`src/inc/pam_params.svh`:
```
`ifndef PAM_PARAMS_SVH
`define PAM_PARAMS_SVH

// ***************************************************************
// main codes, written as hex bytes of the decimal code number
// ***************************************************************
`define PAM_M_UV_CTRL      8'h0B
`define PAM_M_UV_MAIN      8'h0D
`define PAM_M_OVERHEAT     8'h0F
`define PAM_M_OVERLOAD     8'h10
`define PAM_M_REGEN        8'h12
`define PAM_M_ENC_COMM     8'h15
`define PAM_M_DEVIATION    8'h18
`define PAM_M_OVERSPEED    8'h1A
`define PAM_M_CMD_PULSE    8'h1B
`define PAM_M_REPLAY       8'h1C
`define PAM_M_OVERVOLT     8'h0C
`define PAM_M_DEV_OVF      8'h1D
`define PAM_M_RANGE        8'h22
`define PAM_M_EEP_PARAM    8'h24
`define PAM_M_EEP_CHECK    8'h25
`define PAM_M_OVERTRAVEL   8'h26
`define PAM_M_ABS_DOWN     8'h28
`define PAM_M_ABS_OVSPD    8'h2A
`define PAM_M_COMPULSORY   8'h57
`define PAM_M_AUTO_RECOG   8'h5F

// ***************************************************************
// sub codes and settings
// ***************************************************************
`define PAM_SUB0           4'h0
`define PAM_SUB1           4'h1
`define PAM_SUB2           4'h2
`define PAM_SEQ_IMM_MIN    3'h4

// ***************************************************************
// timing
// ***************************************************************
`define PAM_CLK_NS         5
`define PAM_TICK_NS        1000000
`define PAM_OVL_HOLD_MS    10000

`endif

```
`src/inc/pam_pkg.sv`:
```
package pam_pkg;

  typedef struct packed {
    logic [7:0] main;
    logic [3:0] sub;
  } pam_code_t;

  typedef struct packed {
    logic history;
    logic clearable;
    logic imm_stop;
  } pam_attr_t;

  typedef enum logic {
    PAM_RUN,
    PAM_TRIP
  } pam_state_t;

endpackage

```
`src/rtl/pam_attr_lookup.sv`:
```
`timescale 1ns/10ps
`default_nettype none
`include "pam_params.svh"

module pam_attr_lookup (
  input  wire pam_pkg::pam_code_t code,
  output var  pam_pkg::pam_attr_t attr
);

  // ***************************************************************
  // attribute table
  // ***************************************************************
  // unlisted codes are logged and need a power cycle
  always_comb begin
    attr = '{history: 1'b1, clearable: 1'b0, imm_stop: 1'b0};
    case (code.main)
      `PAM_M_UV_CTRL, `PAM_M_UV_MAIN: begin
        attr = '{history: 1'b0, clearable: 1'b1, imm_stop: 1'b0};
      end
      `PAM_M_OVERVOLT, `PAM_M_OVERLOAD, `PAM_M_DEV_OVF, `PAM_M_RANGE,
      `PAM_M_ABS_DOWN, `PAM_M_ABS_OVSPD: begin
        attr.clearable = 1'b1;
      end
      `PAM_M_OVERHEAT, `PAM_M_REGEN: begin
        attr.imm_stop = 1'b1;
      end
      `PAM_M_ENC_COMM: begin
        attr = '{history: 1'b1, clearable: 1'b0, imm_stop: 1'b0};
      end
      `PAM_M_DEVIATION: begin
        attr = '{history: 1'b1, clearable: 1'b1, imm_stop: 1'b1};
      end
      `PAM_M_OVERSPEED: begin
        attr.clearable = 1'b1;
        attr.imm_stop  = (code.sub == `PAM_SUB0);
      end
      `PAM_M_CMD_PULSE: begin
        attr.clearable = 1'b1;
        attr.imm_stop  = (code.sub == `PAM_SUB0) || (code.sub == `PAM_SUB2);
      end
      `PAM_M_REPLAY: begin
        attr = '{history: 1'b1, clearable: 1'b1, imm_stop: 1'b1};
      end
      `PAM_M_EEP_PARAM, `PAM_M_EEP_CHECK, `PAM_M_AUTO_RECOG: begin
        attr.history = 1'b0;
      end
      `PAM_M_OVERTRAVEL, `PAM_M_COMPULSORY: begin
        attr = '{history: 1'b0, clearable: 1'b1, imm_stop: 1'b0};
      end
      default: begin
        attr = '{history: 1'b1, clearable: 1'b0, imm_stop: 1'b0};
      end
    endcase
  end

endmodule
`default_nettype wire

```
`src/rtl/pam_alarm_manager.sv`:
```
`timescale 1ns/10ps
`default_nettype none
`include "pam_params.svh"

// Summary of operation
// any protective event drops alarm output and latches the trip state
// while tripped the active code is shown on the panel display
// main and sub code are both kept for display and history
// overload 16.0 clear is refused until about ten seconds after it occurred
// codes 40.0 and 42.0 need an absolute encoder clear before clearing
// clear comes from the clear pin, the panel or the communication port
// host clears only with the motor stopped and conditions safe
// immediate stop only when the sequence setting is 4 to 7
// immediate stop attribute on 15.0 18.0 24.x 26.0 27.0 27.2 28.0
// undervoltage 11.0 and 13.0 are clearable and not logged
// encoder communication 21.x is logged and cannot be cleared
// compulsory alarm 87.0 is clearable and not logged
// eeprom parameter error 36.x is neither logged nor clearable
// accepted clear leaves the trip and restores alarm output
// 26.0 with 26.1 together shows 26.0 but gives no immediate stop
module pam_alarm_manager #(
  parameter int unsigned TICK_CYC    = `PAM_TICK_NS / `PAM_CLK_NS,
  parameter int unsigned OVL_HOLD_MS = `PAM_OVL_HOLD_MS
) (
  input  wire logic               mclk,
  input  wire logic               srst,
  input  wire logic               ev_valid,
  input  wire pam_pkg::pam_code_t ev_code,
  input  wire logic               ovs2_detect,
  input  wire logic               protect_active,
  input  wire logic [2:0]         sequence_at_alarm_setting,
  input  wire logic               alarm_clear_input,
  input  wire logic               clear_panel,
  input  wire logic               clear_comm,
  input  wire logic               abs_clear_done,
  output logic                    alarm_output,
  output logic                    tripped,
  output logic                    disp_on,
  output pam_pkg::pam_code_t      disp_code,
  output logic                    imm_stop,
  output logic                    hist_wr,
  output pam_pkg::pam_code_t      hist_code,
  output logic                    clear_ack,
  output logic                    clear_reject
);

  // ***************************************************************
  // declarations
  // ***************************************************************
  pam_pkg::pam_state_t state;
  pam_pkg::pam_attr_t  ev_attr;
  pam_pkg::pam_attr_t  act_attr;
  logic                pin_q;
  logic                clear_req;
  logic                first_ev;
  logic                later_ev;
  logic                abs_cleared;
  logic                blocked;
  logic                ovl_wait;
  logic [31:0]         tick_cnt;
  logic                tick;
  logic [31:0]         ms_cnt;
  logic                is_ovl;
  logic                is_abs;
  logic                clear_ok;
  logic                imm_ok;
  logic [31:0]         trip_age;

  localparam logic [31:0] OVL_HOLD_CYC = 32'(OVL_HOLD_MS * TICK_CYC);

  pam_attr_lookup pam_attr_lookup_i (
    .code (ev_code),
    .attr (ev_attr)
  );

  // ***************************************************************
  // request decode
  // ***************************************************************
  always_ff @(posedge mclk) begin
    if (srst) begin
      pin_q <= 1'b0;
    end else begin
      pin_q <= alarm_clear_input;
    end
  end

  // clear pin acts on its rising edge so a held pin cannot re-clear
  assign clear_req = (alarm_clear_input && !pin_q) || clear_panel || clear_comm;
  assign first_ev  = ev_valid && (state == pam_pkg::PAM_RUN);
  assign later_ev  = ev_valid && (state == pam_pkg::PAM_TRIP);
  assign is_ovl    = (disp_code.main == `PAM_M_OVERLOAD) && (disp_code.sub == `PAM_SUB0);
  assign is_abs    = ((disp_code.main == `PAM_M_ABS_DOWN) || (disp_code.main == `PAM_M_ABS_OVSPD))
                     && (disp_code.sub == `PAM_SUB0);
  // the second over-speed blocks the fast shutdown even when 26.0 wins the display
  assign imm_ok    = ev_attr.imm_stop && !ovs2_detect
                     && (sequence_at_alarm_setting >= `PAM_SEQ_IMM_MIN);
  // host is trusted to clear only with the motor stopped; see
  assign clear_ok  = act_attr.clearable && !blocked && !protect_active
                     && !(is_ovl && ovl_wait)
                     && !(is_abs && !abs_cleared);

  // ***************************************************************
  // overload hold timer
  // ***************************************************************
  // divider restarts at the trip so the hold is measured from the alarm itself
  always_ff @(posedge mclk) begin
    if (srst || first_ev) begin
      tick_cnt <= 32'h0000_0000;
      tick     <= 1'b0;
    end else if (tick_cnt >= TICK_CYC - 1) begin
      tick_cnt <= 32'h0000_0000;
      tick     <= 1'b1;
    end else begin
      tick_cnt <= tick_cnt + 32'h0000_0001;
      tick     <= 1'b0;
    end
  end

  always_ff @(posedge mclk) begin
    if (srst) begin
      ms_cnt   <= 32'h0000_0000;
      ovl_wait <= 1'b0;
    end else if (first_ev) begin
      ms_cnt   <= 32'h0000_0000;
      ovl_wait <= 1'b1;
    end else if (tick && ovl_wait) begin
      ms_cnt   <= ms_cnt + 32'h0000_0001;
      ovl_wait <= (ms_cnt < OVL_HOLD_MS - 1);
    end
  end

  // cycles since the trip, saturating; only the checks read it, so synthesis drops it
  always_ff @(posedge mclk) begin
    if (srst || first_ev) begin
      trip_age <= 32'h0000_0000;
    end else if (!(&trip_age)) begin
      trip_age <= trip_age + 32'h0000_0001;
    end
  end

  // ***************************************************************
  // trip state and alarm output
  // ***************************************************************
  // a new event in the clearing cycle wins, so no alarm is lost
  always_ff @(posedge mclk) begin
    if (srst) begin
      state        <= pam_pkg::PAM_RUN;
      alarm_output <= 1'b1;
      tripped      <= 1'b0;
      disp_on      <= 1'b0;
    end else if (first_ev) begin
      state        <= pam_pkg::PAM_TRIP;
      alarm_output <= 1'b0;
      tripped      <= 1'b1;
      disp_on      <= 1'b1;
    end else begin
      case (state)
        pam_pkg::PAM_TRIP: begin
          if (clear_req && clear_ok && !later_ev) begin
            state        <= pam_pkg::PAM_RUN;
            alarm_output <= 1'b1;
            tripped      <= 1'b0;
            disp_on      <= 1'b0;
          end
        end
        default: begin
          state <= pam_pkg::PAM_RUN;
        end
      endcase
    end
  end

  // ***************************************************************
  // active code and its attributes
  // ***************************************************************
  // the first code stays on display; later ones affect clearing, history and the immediate stop
  always_ff @(posedge mclk) begin
    if (srst) begin
      disp_code <= '0;
      act_attr  <= '0;
    end else if (first_ev) begin
      disp_code <= ev_code;
      act_attr  <= ev_attr;
    end
  end

  always_ff @(posedge mclk) begin
    if (srst || first_ev) begin
      blocked <= 1'b0;
    end else if (later_ev && !ev_attr.clearable) begin
      blocked <= 1'b1;
    end
  end

  // set has priority over the trip-entry reset of the flag
  always_ff @(posedge mclk) begin
    if (srst) begin
      abs_cleared <= 1'b0;
    end else if (abs_clear_done) begin
      abs_cleared <= 1'b1;
    end else if (first_ev) begin
      abs_cleared <= 1'b0;
    end
  end

  // ***************************************************************
  // immediate stop
  // ***************************************************************
  // any non-fast-shutdown alarm during the stop drops straight to the trip
  always_ff @(posedge mclk) begin
    if (srst) begin
      imm_stop <= 1'b0;
    end else if (first_ev) begin
      imm_stop <= imm_ok;
    end else if (later_ev && (!ev_attr.imm_stop || ovs2_detect)) begin
      imm_stop <= 1'b0;
    end else if (!later_ev && ovs2_detect) begin
      imm_stop <= 1'b0;
    end else if (clear_ack) begin
      imm_stop <= 1'b0;
    end
  end

  // ***************************************************************
  // history and clear answers
  // ***************************************************************
  always_ff @(posedge mclk) begin
    if (srst) begin
      hist_wr   <= 1'b0;
      hist_code <= '0;
    end else begin
      hist_wr <= ev_valid && ev_attr.history;
      if (ev_valid) begin
        hist_code <= ev_code;
      end
    end
  end

  always_ff @(posedge mclk) begin
    if (srst) begin
      clear_ack    <= 1'b0;
      clear_reject <= 1'b0;
    end else begin
      clear_ack    <= clear_req && (state == pam_pkg::PAM_TRIP) && clear_ok && !ev_valid;
      clear_reject <= clear_req && (state == pam_pkg::PAM_TRIP) && !(clear_ok && !ev_valid);
    end
  end

  // ***************************************************************
  // checks
  // ***************************************************************
  chk_trip_on_event: assert property (@(posedge mclk) disable iff (srst)
    first_ev |=> !alarm_output && tripped ##0 disp_on)
    else $error("alarm output not dropped after event");

  chk_display_code: assert property (@(posedge mclk) disable iff (srst)
    first_ev |=> (disp_code == $past(ev_code)) ##0 disp_on)
    else $error("display does not show the tripping code");

  chk_ovl_hold: assert property (@(posedge mclk) disable iff (srst)
    tripped && is_ovl && clear_req && (trip_age < OVL_HOLD_CYC) |=> clear_reject && tripped)
    else $error("overload cleared before hold time");

  chk_ovl_release: assert property (@(posedge mclk) disable iff (srst)
    tripped && is_ovl && clear_req && !ev_valid && !protect_active && !blocked
    && (trip_age > OVL_HOLD_CYC) |=> clear_ack && !tripped)
    else $error("overload clear refused after hold time");

  chk_abs_gate: assert property (@(posedge mclk) disable iff (srst)
    tripped && is_abs && !abs_cleared && !abs_clear_done && clear_req |=> tripped)
    else $error("absolute alarm cleared without encoder clear");

  chk_enc_keep: assert property (@(posedge mclk) disable iff (srst)
    tripped && (disp_code.main == `PAM_M_ENC_COMM) && clear_req |=> tripped ##0 clear_reject)
    else $error("encoder alarm was cleared");

  chk_eep_nolog: assert property (@(posedge mclk) disable iff (srst)
    ev_valid && (ev_code.main == `PAM_M_EEP_PARAM) |=> !hist_wr)
    else $error("eeprom alarm logged");

  chk_uv_nolog: assert property (@(posedge mclk) disable iff (srst)
    ev_valid && ((ev_code.main == `PAM_M_UV_CTRL) || (ev_code.main == `PAM_M_UV_MAIN))
    |=> !hist_wr)
    else $error("undervoltage logged");

  chk_imm_setting: assert property (@(posedge mclk) disable iff (srst)
    first_ev && (sequence_at_alarm_setting < `PAM_SEQ_IMM_MIN) |=> !imm_stop)
    else $error("immediate stop with low sequence setting");

  chk_ovs_pair: assert property (@(posedge mclk) disable iff (srst)
    first_ev && (ev_code.main == `PAM_M_OVERSPEED) && (ev_code.sub == `PAM_SUB0) && ovs2_detect
    |=> !imm_stop && (disp_code.sub == `PAM_SUB0))
    else $error("fast shutdown despite second over-speed");

  chk_clear_restore: assert property (@(posedge mclk) disable iff (srst)
    clear_ack |-> alarm_output && !tripped && $past(tripped))
    else $error("clear acknowledged but alarm output not restored");

  cov_trip_clear: cover property (@(posedge mclk) disable iff (srst)
    first_ev ##[1:20] clear_ack);

  cov_imm_stop: cover property (@(posedge mclk) disable iff (srst)
    first_ev ##1 imm_stop);

  cov_reject: cover property (@(posedge mclk) disable iff (srst)
    clear_reject ##[1:50] clear_ack);

endmodule
`default_nettype wire

```
`config.mk`:
```
export PLATFORM = sky130hd
export DESIGN_NAME = pam_alarm_manager
export DESIGN_NICKNAME = d
export VERILOG_FILES = /design/src/inc/pam_pkg.sv /design/src/rtl/pam_attr_lookup.sv /design/src/rtl/pam_alarm_manager.sv
export VERILOG_INCLUDE_DIRS = /design/src /design/src/inc
export SDC_FILE = /design/constraint.sdc
export NUM_CORES = 1
export LEC_CHECK = 0
export ABC_AREA = 1
export BUFFER_PORTS_ARGS = -buffer_cell sky130_fd_sc_hd__buf_2
export CAP_MARGIN = 15
export CELL_PAD_IN_SITES_DETAIL_PLACEMENT = 1
export CELL_PAD_IN_SITES_GLOBAL_PLACEMENT = 1
export CORE_UTILIZATION = 38
export CTS_CLUSTER_SIZE = 24
export DETAILED_ROUTE_END_ITERATION = 10
export GPL_ROUTABILITY_DRIVEN = 0
export PLACE_DENSITY_LB_ADDON = 0.1
export SYNTH_ARGS = -nofsm -noshare
export SYNTH_HDL_FRONTEND = slang
export SYNTH_HIERARCHICAL = 1
export SYNTH_SLANG_ARGS = --single-unit
```
`constraint.sdc`:
```
create_clock -name mclk -period 1.58 [get_ports mclk]
set_clock_uncertainty 0.05 [all_clocks]
set_input_delay 0.237 -clock mclk [delete_from_list [all_inputs] [get_ports mclk]]
set_output_delay 0.237 -clock mclk [all_outputs]
set_load 0.02 [all_outputs]
```
; Word-level counts from Yosys, hierarchy flattened
; Index checks and enable logic that the tools add are counted.
[totals]
elab_cells = 125
out_inout_bits = 31
inputBits = 24
regBits = 101
[op_classes]
n_addsub = 2
n_eq_ne = 23
n_mux = 21
n_bitwise = 1
reduce_logical = 56
order_cmp = 3
[ops]
columns = operator, count
row1 = $add 32x1->32 const B, 2
row2 = $eq 8x5->1 const B, 8
row3 = $eq 8x6->1 const B, 8
row4 = $eq 8x4->1 const B, 4
row5 = $ge 32x18->1 const B, 1
row6 = $lt 32x14->1 const B, 1
row7 = $logic_and 1x1->1, 25
row8 = $mux 1, 20
row9 = $eq 8x7->1 const B, 2
row10 = $reduce_or 14->1, 1
row11 = $logic_not 1->1, 12
row12 = $logic_not 4->1, 2
row13 = $reduce_bool 2->1, 4
row14 = $reduce_or 7->1, 1
row15 = $logic_or 1x1->1, 6
row16 = $eq 4x2->1 const B, 1
row17 = $reduce_bool 4->1, 1
row18 = $reduce_or 2->1, 2
row19 = $reduce_or 4->1, 1
row20 = $ge 3x3->1 const B, 1
row21 = $pmux 1 s3, 1
row22 = $reduce_and 2->1, 1
row23 = $not 1->1, 1

; Depth between registers and ports, before layout
; Gate-level depths: netlist (run 1).
[logic_depth]
depth_word = 11
mapped_depth = 11
ltp_nobuf = 11

; Hierarchy
; Netlist (run 1), hierarchy kept.
[modules_own_cells]
columns = mod, area_per_inst_um2, seq_area_each_um2, n_inst, cells_per_inst
row1 = pam_alarm_manager, 4431.8, 2021.9, 1, 591
row2 = pam_attr_lookup, 290.3, 0.0, 1, 65

; Worst setup path after synthesis (run 1)
; Ideal clock, no wire load.
[synth_timing]
path_kind = register to register
from = reg tick_cnt[0]
to = reg tick_cnt[16]
n_path_buf = 1
setup_time_ns = 0.116
arrival_time_ns = 1.330
required_ns = 1.414
slack_ns = 0.084
synth_period_minus_slack_ns = 1.496
stages_incl_launch_ff = 10
cell_sequence = dfxtp_1 -> ha_1 -> nand3_1 -> o21ai_0 -> nand2_1 -> nand2_1 -> nand3_1 -> nand3_2 -> buf_4 -> nor2_1
[synth_via]
elab_chain_cells = 2
word_cells_on_any_way = 3
[synth_rtl]
columns = item, line_no
row1 = start: declaration, pam_alarm_manager.sv:60  ; logic [31:0] tick_cnt;
row2 = start signal: assignment, pam_alarm_manager.sv:114  ; tick_cnt <= tick_cnt + 32'h0000_0001;
row3 = $ge 32x18->1, pam_alarm_manager.sv:110  ; end else if (tick_cnt >= TICK_CYC - 1) begin
row4 = $reduce_or 2->1 (no line), -
; Several ways; a longest one is shown, not always the timed one.
; A chain may end at the register's enable or synchronous reset.

; Worst setup path after layout (run 1)
[layout_timing]
from = reg ms_cnt[1]
to = reg ms_cnt[28]
[layout_via]
elab_chain_cells = 1
[layout_rtl]
columns = item, line_no
row1 = start: declaration, pam_alarm_manager.sv:62  ; logic [31:0] ms_cnt;
row2 = start signal: assignment, pam_alarm_manager.sv:127  ; ms_cnt <= ms_cnt + 32'h0000_0001;
row3 = $add 32x1->32, pam_alarm_manager.sv:127
; No other way between the ends.

==> metrics.txt, run 1 <==
outcome=finished, final reports clean; largest net degree at the start of global routing=23; syn avg cell area=about 7.2 um2; RSZ-0062 raised after global routing=yes; core area=12100 um2; GRT Util Overall=20.9%; routed vias=approximately 4500; chip width=113 um; layout cells sized above 1=24.5%; Post-Route WL=13200 um; Max Cap Viol=0; Pwr Total=5.49 mW; CTS H-tree depth=3; P per Cell Area=909 nW/um2; synthesized cell area=4720 um2; Chip Height=113 um; r2r startpoint=ms_cnt[1]$_SDFFE_PP0P_; Final Hold Fails=0; worst reg-to-reg path cell count=10; Initial DRC Count=182; CTS Hold Buffers Added=0; DP HPWL=9770 um; WHS Endpoint=pin_q$_SDFF_PP0_; CP startpoint kind=flop; clk sink count=101; fin crit period=1.55 ns; FF/Latch Area=2030 um2; Port Buffers=52; final core utilization=50.0%; Crit Path Max Fanout=4; initial core utilization=39.1%; Cells after Synth=656; Worst Tran Pin Value=0.622 ns; worst skew pair latency=0.36 ns; Critical Path End Type=flop; Pins Over Slew Limit=0; fin crit share=98.0%; Routed Antenna Nets=0; WHS=0.0331 ns; Distinct cells, synth=42; Max Fclk=646 MHz; vias in the first global route=4645; #FFs+latches synth=101; Root Buffer=clkbuf_16; num ports=55; source of the worst hold timing path=alarm_clear_input; area occupied by multi-input gates=2480 um2; hold path cells=3; global-route wire length before repair=about 21000 um; number of buffers created by CTS=9; final setup margin=0.0309 ns; Vias/cell=4.80; Fillers=1547; Avg WL per Cell=between 10 and 15 um; critical path class=reg -> reg; CTS tree=yes; Slew HR=58.5%; DRC viols=0; Final nets=approximately 790; Seq/Total Area, Yosys=42.8%; Leak Pwr=approximately 2.6 nW; reg2reg end=ms_cnt[28]$_SDFFE_PP0P_; GRT overflow=0; R2R Setup Slk=0.03 ns; # diodes=0; CTS Buffer Depth=2; First-pass DRT Iterations=4; YS warnings=6; Area Growth Syn to Fin=27.8%; Hold Path Class=in -> reg; Worst EP arrival=1.80 ns; pre-CTS setup slack=-0.0680 ns; Max VDD drop=0.848 mV; final setup fails=0; antenna violations before repair=0; Die Area=12900 um2; clock slew at reported path FFs=roughly 0.080 ns; std cell rows=40; CP required=1.83 ns
-- power by group --
group          internal (mW)  leakage, nW  switching [mW]
logic                  0.138         1.60           0.275
clock network           1.28        0.159            1.13
registers               2.62        0.829          0.0423
-- worst max-delay path, stage by stage, from the launching register on --
cell and delay, ns:
dfxtp_2 0.37, ha_4 0.17, inv_4 0.04, nor2_4 0.12, nand4_4 0.11, nor2_4 0.20
buf_6 0.14, nand3_4 0.06, nand2_2 0.08, nand2_1 0.05, nor2_1 0.08
-- worst max path at each step --
stage | from | endpoint | slack [ns] | cells past startpoint
detailed placement | ms_cnt[1]$_SDFFE_PP0P_ | ms_cnt[28]$_SDFFE_PP0P_ | -0.07 | 9
global route | ms_cnt[1]$_SDFFE_PP0P_ | ms_cnt[26]$_SDFFE_PP0P_ | -0.06 | 8
finish | ms_cnt[1]$_SDFFE_PP0P_ | ms_cnt[28]$_SDFFE_PP0P_ | 0.03 | 10
floorplan | tick_cnt[0]$_SDFF_PP0_ | tick_cnt[16]$_SDFF_PP0_ | 0.08 | 9
global placement | tick_cnt[0]$_SDFF_PP0_ | tick_cnt[14]$_SDFF_PP0_ | 0.01 | 9
CTS | ms_cnt[0]$_SDFFE_PP0P_ | ms_cnt[25]$_SDFFE_PP0P_ | -0.01 | 7
-- sequential cells by signal, summed over array words and instances (netlist names), 12 cells and up --
signal / cells
hist_code: 12
ms_cnt: 32
disp_code: 12
tick_cnt: 32
-- cells by family (layout without fill, tap and decap cells) --
family,after synthesis,count (layout),synth area share (%)
xor gates and xnor gates,17,17,3.15
AOI/OAI and AO/OA,70,70,8.85
adders and majority gates,2,2,0.530
and+or+nand+nor,362,362,35.6
buffers and inverters,103,202,9.01
other,1,14,0.0794
DFF,101,101,42.8
-- layer usage --
metal  vias up  wire [um]  part of all wire [%]  GRT usage (%)
met2        42       6920                    53           39.1
met1      2147       5800                    44           23.7
met3        12        311                   2.4           4.46
met5         -          0                     0              0
met4         0        138                   1.0           6.05
li1       2289          -                     -              -
-- area by class of cell --
cell class	count	share of cell area [%]
Clock buffer	9	3.73
Clock inverter	7	1.70
Inverter	90	5.68
Multi-Input combinational cell	465	41.2
Sequential cell	101	33.6
Tap cell	168	3.48
Timing Repair Buffer	96	10.6
-- metrics by stage --
step                      setup TNS [ns]  cells  instance area [um2]
after global routing              -0.657    936                 6040
after CTS                        -0.0169    927                 5830
final                                  0    936                 6040
after detailed placement          -0.438    910                 5450
after floorplan                        0    669                 4770
after global placement                 0    910                 5450
-- cells in the final DEF, fill, tap and decap left out, types with 5 or more instances in the layout --
cell type | netlist | routed
inv_2 | 6 | 8
xnor2_1 | 5 | 5
nor2_2 | 10 | 11
nor3_1 | 10 | 9
clkbuf_16 | 0 | 9
o21ai_0 | 25 | 24
o32ai_1 | 11 | 11
nand4_1 | 9 | 9
inv_1 | 81 | 78
nand2_1 | 140 | 139
nand2_2 | 10 | 9
nand3_2 | 6 | 9
dfxtp_2 | 0 | 7
buf_2 | 3 | 52
conb_1 | 1 | 14
xor2_1 | 12 | 12
nand3_1 | 47 | 41
dfxtp_1 | 101 | 94
nor2_1 | 106 | 101
nor2_4 | 7 | 11
a21oi_1 | 26 | 26
buf_4 | 2 | 38
-- cell usage after synthesis, drive strengths merged --
library cell | n | area (um2)
buf | 8 | 56.3
and2 | 3 | 18.8
o31ai | 2 | 15.0
dfxtp | 101 | 2020
nor4b | 1 | 8.76
conb | 1 | 3.75
nor4 | 5 | 37.5
o32ai | 11 | 96.3
nand3 | 53 | 295
o21ai | 25 | 125
clkinv | 2 | 7.51
inv | 88 | 333
xnor2 | 5 | 43.8
o21bai | 2 | 15.0
clkbuf | 5 | 28.8
a32o | 1 | 10.0
or2 | 2 | 12.5
nor3 | 12 | 70.1
a21oi | 29 | 156
nor2 | 123 | 539
nand4 | 11 | 90.1
ha | 2 | 25.0
nand2 | 151 | 599
xor2 | 12 | 105
nor3b | 1 | 7.51
-- timing repair --
action                     in CTS  in global routing
setup buffers                   1                  9
cloned                          0                  0
setup endpoints to repair      30                 35
pin swaps                       4                 13
hold endpoints to repair        0                  0
resized for setup              11                 35
Power figures use the tool's default switching activity.
==> run 2, diff against run 1 <==
--- a/config.mk
+++ b/config.mk
@@ -11,8 +11,9 @@
 export CAP_MARGIN = 15
 export CELL_PAD_IN_SITES_DETAIL_PLACEMENT = 1
 export CELL_PAD_IN_SITES_GLOBAL_PLACEMENT = 1
+export CORE_MARGIN = 5
 export CORE_UTILIZATION = 38
-export CTS_CLUSTER_SIZE = 24
+export CTS_CLUSTER_SIZE = 16
 export DETAILED_ROUTE_END_ITERATION = 10
 export GPL_ROUTABILITY_DRIVEN = 0
 export PLACE_DENSITY_LB_ADDON = 0.1
==> run 2 against run 1 <==
Net effect: setup slack improved by 0.018 ns; count of clock-buffer cells in the layout unchanged; flip-flop and latch count unchanged; design area decreased by 2.4%; critical path type unchanged; sequential share of layout area increased by 0.91 points; utilization decreased by 1.4 points; combinational power decreased by 4%; register-to-register slack improved by 0.02 ns; routed wire length decreased by 2.5%; cell count decreased by 1.4%; fmax increased by 1.2%; first-iteration DRC count increased by 30%.
==> metrics.txt, run 2 (synthesized netlist as in run 1, its figures left out) <==
Pins Over Slew Limit=0; final setup fails=0; CTS tree=yes; setup TNS=0 ns; Area Growth Syn to Fin=24.7%; clk sink count=~100; P per Cell Area=926 nW/um2; largest net degree at the start of global routing=28; critical path class=reg -> reg; CP startpoint kind=flop; leading cell types in the layout, fill and taps excluded=nand2_1 (137), nor2_1 (100), dfxtp_1 (93); DP HPWL=9890 um; Initial DRC Count=236; Routed Antenna Nets=0; Leak Pwr=between 2 and 3 nW; Slew HR=58.6%; final setup margin=0.0493 ns; CP required=roughly 1.8 ns; Max Fclk=653 MHz; GRT Util Overall=17.8%; RSZ-0062 raised after global routing=yes; num ports=55; final core utilization=48.6%; antenna violations before repair=2; fin crit period=1.53 ns; Worst Tran Pin Value=0.621 ns; area occupied by multi-input gates=2450 um2; Port Buffers=52; Vias/cell=4.84; clock slew at reported path FFs=0.08 ns; CTS Hold Buffers Added=0; Die Area=14800 um2; core area=between 10000 and 15000 um2; Critical Path End Type=flop; Hold Path Class=in -> reg; vias in the first global route=~4500; worst skew pair latency=between 0.3 and 0.4 ns; FF/Latch Area=2030 um2; fin crit share=96.9%; pre-CTS setup slack=-0.0300 ns; Avg WL per Cell=13.9 um; std cell rows=40; global-route wire length before repair=21300 um; Fillers=1569; Area after DPL=5390 um2; Top Registers=ms_cnt: 32 flops, tick_cnt: 32 flops; number of buffers created by CTS=9; CTS Buffer Depth=2; # diodes=0; First-pass DRT Iterations=6; chip width=121 um; layout cells sized above 1=between 20% and 30%; Worst EP arrival=1.77 ns; routed vias=~4500; Chip Height=121 um; Final Hold Fails=0; GRT overflow=0; outcome=finished, final reports clean; Max VDD drop=0.632 mV; Root Buffer=clkbuf_16; initial core utilization=39.0%; CTS H-tree depth=3; fin area=between 5000 and 6000 um2; Final nets=776; Max Cap Viol=0; Post-Route WL=12800 um; Crit Path Max Fanout=4; DRC viols=0; commonest non-fill, non-tap cell in the layout=nand2_1
-- run 2: cell count changes in the layout (fill, tap and decap cells not counted), moves of 2 or more --
cell and change:
buf_4 -11, inv_8 +2, nand2_1 -2, nand3_1 +3, nand3_2 -2
-- run 2: final cells by class --
cell class                      count  share of cell area [%]
Tap cell                          168                    3.57
Clock inverter                      7                    1.70
Sequential cell                   101                    34.6
Inverter                           90                    5.78
Multi-Input combinational cell    465                    41.6
Clock buffer                        9                    3.82
Timing Repair Buffer               83                    8.92
-- run 2: critical path, cell delays in order, from the launching register on --
cell and delay, ns:
dfxtp_2 0.36, ha_4 0.15, inv_2 0.05, nor2_4 0.12, nand4_4 0.11, nor2_4 0.20
buf_6 0.14, nand3_2 0.06, nand2_1 0.08, nand2_1 0.06, nor2_1 0.09
-- run 2: where the power goes --
part           internal (mW)  switching, mW  total, mW
registers               2.62         0.0440       2.66
clock network           1.29           1.10       2.39
logic                  0.126          0.271      0.397
total                   4.04           1.42       5.45
-- run 2: per-stage QoR --
stage | total power, mW | hold slack, ns | instances
after floorplan | 2.96 | 0.276 | 669
after global placement | 3.11 | 0.394 | 904
after detailed placement | 3.12 | 0.411 | 904
after CTS | 5.54 | 0.0339 | 921
after global routing | 5.68 | 0.0451 | 923
final | 5.45 | 0.0436 | 923
-- run 2: final timing paths --
| check | startpoint | to | slack, ns | cells past startpoint |
|---|---|---|---|---|
| max | ms_cnt[1]$_SDFFE_PP0P_ | ms_cnt[28]$_SDFFE_PP0P_ | 0.05 | 10 |
| min | abs_clear_done | abs_cleared$_SDFFE_PP0P_ | 0.04 | 3 |
| max reg2reg | ms_cnt[1]$_SDFFE_PP0P_ | ms_cnt[28]$_SDFFE_PP0P_ | 0.05 | 10 |
| min reg2reg | blocked$_SDFFE_PP0P_ | blocked$_SDFFE_PP0P_ | 0.43 | 2 |
-- run 2: what timing repair did --
item,CTS,global route
pin swaps,4,11
gates resized for setup,6,36
setup endpoints to repair,7,37
setup buffers,1,2
-- run 2: metal layers --
| metal | share of wire [%] | vias up | GRT usage (%) | wire length, um |
|---|---|---|---|---|
| met1 | 45 | 2120 | 21.5 | 5730 |
| met3 | 4.2 | 12 | 5.08 | 534 |
| met5 | 0.21 | - | 0 | 27 |
| met2 | 50 | 66 | 31.5 | 6440 |
| li1 | - | 2265 | - | - |
| met4 | 0.88 | 4 | 3.43 | 113 |
==> run 3, diff against run 2 <==
--- a/config.mk
+++ b/config.mk
@@ -9,10 +9,8 @@
 export ABC_AREA = 1
 export BUFFER_PORTS_ARGS = -buffer_cell sky130_fd_sc_hd__buf_2
 export CAP_MARGIN = 15
-export CELL_PAD_IN_SITES_DETAIL_PLACEMENT = 1
-export CELL_PAD_IN_SITES_GLOBAL_PLACEMENT = 1
 export CORE_MARGIN = 5
-export CORE_UTILIZATION = 38
+export CORE_UTILIZATION = 45
 export CTS_CLUSTER_SIZE = 16
 export DETAILED_ROUTE_END_ITERATION = 10
 export GPL_ROUTABILITY_DRIVEN = 0
==> run 3 against run 2 <==
Net effect: highest routed layer is now met4; design area shrank 1.8%; sequential power is essentially flat; largest power group unchanged; global-route usage shrank 0.64 points; register-to-register slack gained 0.04 ns.
==> metrics.txt, run 3 (synthesized netlist as in run 1, its figures left out) <==
outcome=finished, final reports clean; Worst Tran Pin Value=0.594 ns; initial core utilization=45.9%; std cell rows=37; GRT Util Overall=17.2%; Root Buffer=clkbuf_8; Area after DPL=between 5000 and 6000 um2; fin crit period=1.50 ns; clock group share of total power=between 30% and 40%; WHS=0.0319 ns; Post-Route WL=approximately 11000 um; reg2reg end=ms_cnt[23]$_SDFFE_PP0P_; FF/Latch Area=2040 um2; number of cells in the finished layout apart from fillers=896; CP startpoint kind=flop; number of buffers created by CTS=9; Avg WL per Cell=12.1 um; critical-path cell list=buf_6 -> nand3_4 -> nor2_4 -> nand2_4 -> nor2_4 -> nand2_2 -> nor2_4 -> nand3_1 -> nand2_1 -> nor2_1; num ports=55; hold path cells=3; final setup fails=0; clock slew at reported path FFs=approximately 0.11 ns; Chip Height=approximately 110 um; CP required=1.81 ns; Slew HR=60.4%; GRT overflow=0; Top Registers=ms_cnt: 32 flops, tick_cnt: 32 flops; Crit Path Max Fanout=4; CTS H-tree depth=3; final core utilization=a little under three fifths; fin area=5780 um2; r2r startpoint=ms_cnt[0]$_SDFFE_PP0P_; internal power=3.40 mW; chip width=112 um; register share of total power=56.1%; most frequent CP cell=nor2_4; slowest stage cell, crit path=dfxtp_2; Initial DRC Count=approximately 190; RSZ-0062 raised after global routing=yes; Pwr Total=around 4.7 mW; Vias/cell=around 4.8; Die Area=12600 um2; CP max stage delay=0.37 ns; worst skew pair latency=0.38 ns; CTS tree=yes; # diodes=0; global-route wire length before repair=18300 um; DP Cell Count=slightly below 900; Final Hold Fails=0; commonest non-fill, non-tap cell in the layout=nand2_1; Pins Over Slew Limit=0; worst reg-to-reg path cell count=10; Hold Path Class=in -> reg; CTS Buffer Depth=2; Sw Share=28.3%; WHS Endpoint=pin_q$_SDFF_PP0_; Leak Pwr=2.47 nW; DRC viols=0; Max Fclk=669 MHz; antenna violations before repair=0; Port Buffers=52; Max VDD drop=0.505 mV; Critical Path End Type=flop; vias in the first global route=between 4000 and 5000; First-pass DRT Iterations=5; Final nets=781; setup TNS=0 ns; routed vias=4325; net switching power=1.35 mW; layout cells sized above 1=23.2%; pre-CTS setup slack=0.0287 ns; P per Cell Area=~800 nW/um2; Routed Antenna Nets=0; Worst EP arrival=around 1.7 ns; fin crit share=94.6%; largest net degree at the start of global routing=23; source of the worst hold timing path=alarm_clear_input; leading cell types in the layout, fill and taps excluded=nand2_1 (140), nor2_1 (104), dfxtp_1 (88); core area=10300 um2; clk sink count=101; Area Growth Syn to Fin=22.5%; critical path class=reg -> reg; area occupied by multi-input gates=about 2400 um2; Max Cap Viol=0; DP HPWL=8070 um; part of the power in combinational logic=8.3%; final setup margin=0.0849 ns; Fillers=around 1000; R2R Setup Slk=0.08 ns
run 3: cell types whose count changed in the layout (fill, tap and decap cells not counted), sizes merged:
cell and delta:
bufinv -1, clkbuf +1, buf +4, inv +1
run 3: layer usage:
metal / global-route usage, % / part of all wire [%] / vias up
li1: - / - / 2283
met1: 21.7 / 46 / 1957
met2: 29.2 / 48 / 68
met3: 3.72 / 3.9 / 17
met4: 5.37 / 1.4 / 0
met5: 0 / 0 / -
run 3: critical path, delay by kind of cell, from the launching register on:
kind | cells | cell delay (ns)
flip-flops | 1 | 0.37
buffers and inverters | 1 | 0.12
AND/OR/NAND/NOR | 9 | 0.86
run 3: what timing repair did:
action | 4_1_cts | 5_1_grt
buffers inserted | 0 | 8
setup endpoints to repair | 0 | 35
hold buffers | 0 | 0
gates resized for setup | 0 | 39
run 3: worst max-delay path by stage:
stage	from	to	depth (start not counted)
global placement	tick_cnt[0]$_SDFF_PP0_	tick_cnt[11]$_SDFF_PP0_	9
detailed placement	ms_cnt[0]$_SDFFE_PP0P_	ms_cnt[23]$_SDFFE_PP0P_	10
floorplan	tick_cnt[0]$_SDFF_PP0_	tick_cnt[16]$_SDFF_PP0_	9
finish	ms_cnt[0]$_SDFFE_PP0P_	ms_cnt[23]$_SDFFE_PP0P_	10
CTS	tick_cnt[0]$_SDFF_PP0_	tick_cnt[14]$_SDFF_PP0_	9
global route	ms_cnt[1]$_SDFFE_PP0P_	ms_cnt[26]$_SDFFE_PP0P_	9
run 3: cell type report:
type                       instances  share of cell area (%)
inverter                          90                    5.88
multi-input combinational        465                    42.1
timing repair buffer              88                    10.2
clock inverter                     7                    1.49
tap                              136                    2.94
clock buffer                       9                    2.14
sequential                       101                    35.3
run 3: power groups by stage:
stage                     Clock (mW)  Sequential [mW]  Combinational [mW]
after CTS                       1.74             2.66               0.395
after global placement             0             2.72               0.388
final                           1.69             2.66               0.395
after global routing            1.85             2.67               0.443
after detailed placement           0             2.72               0.394
after floorplan                    0             2.77               0.188
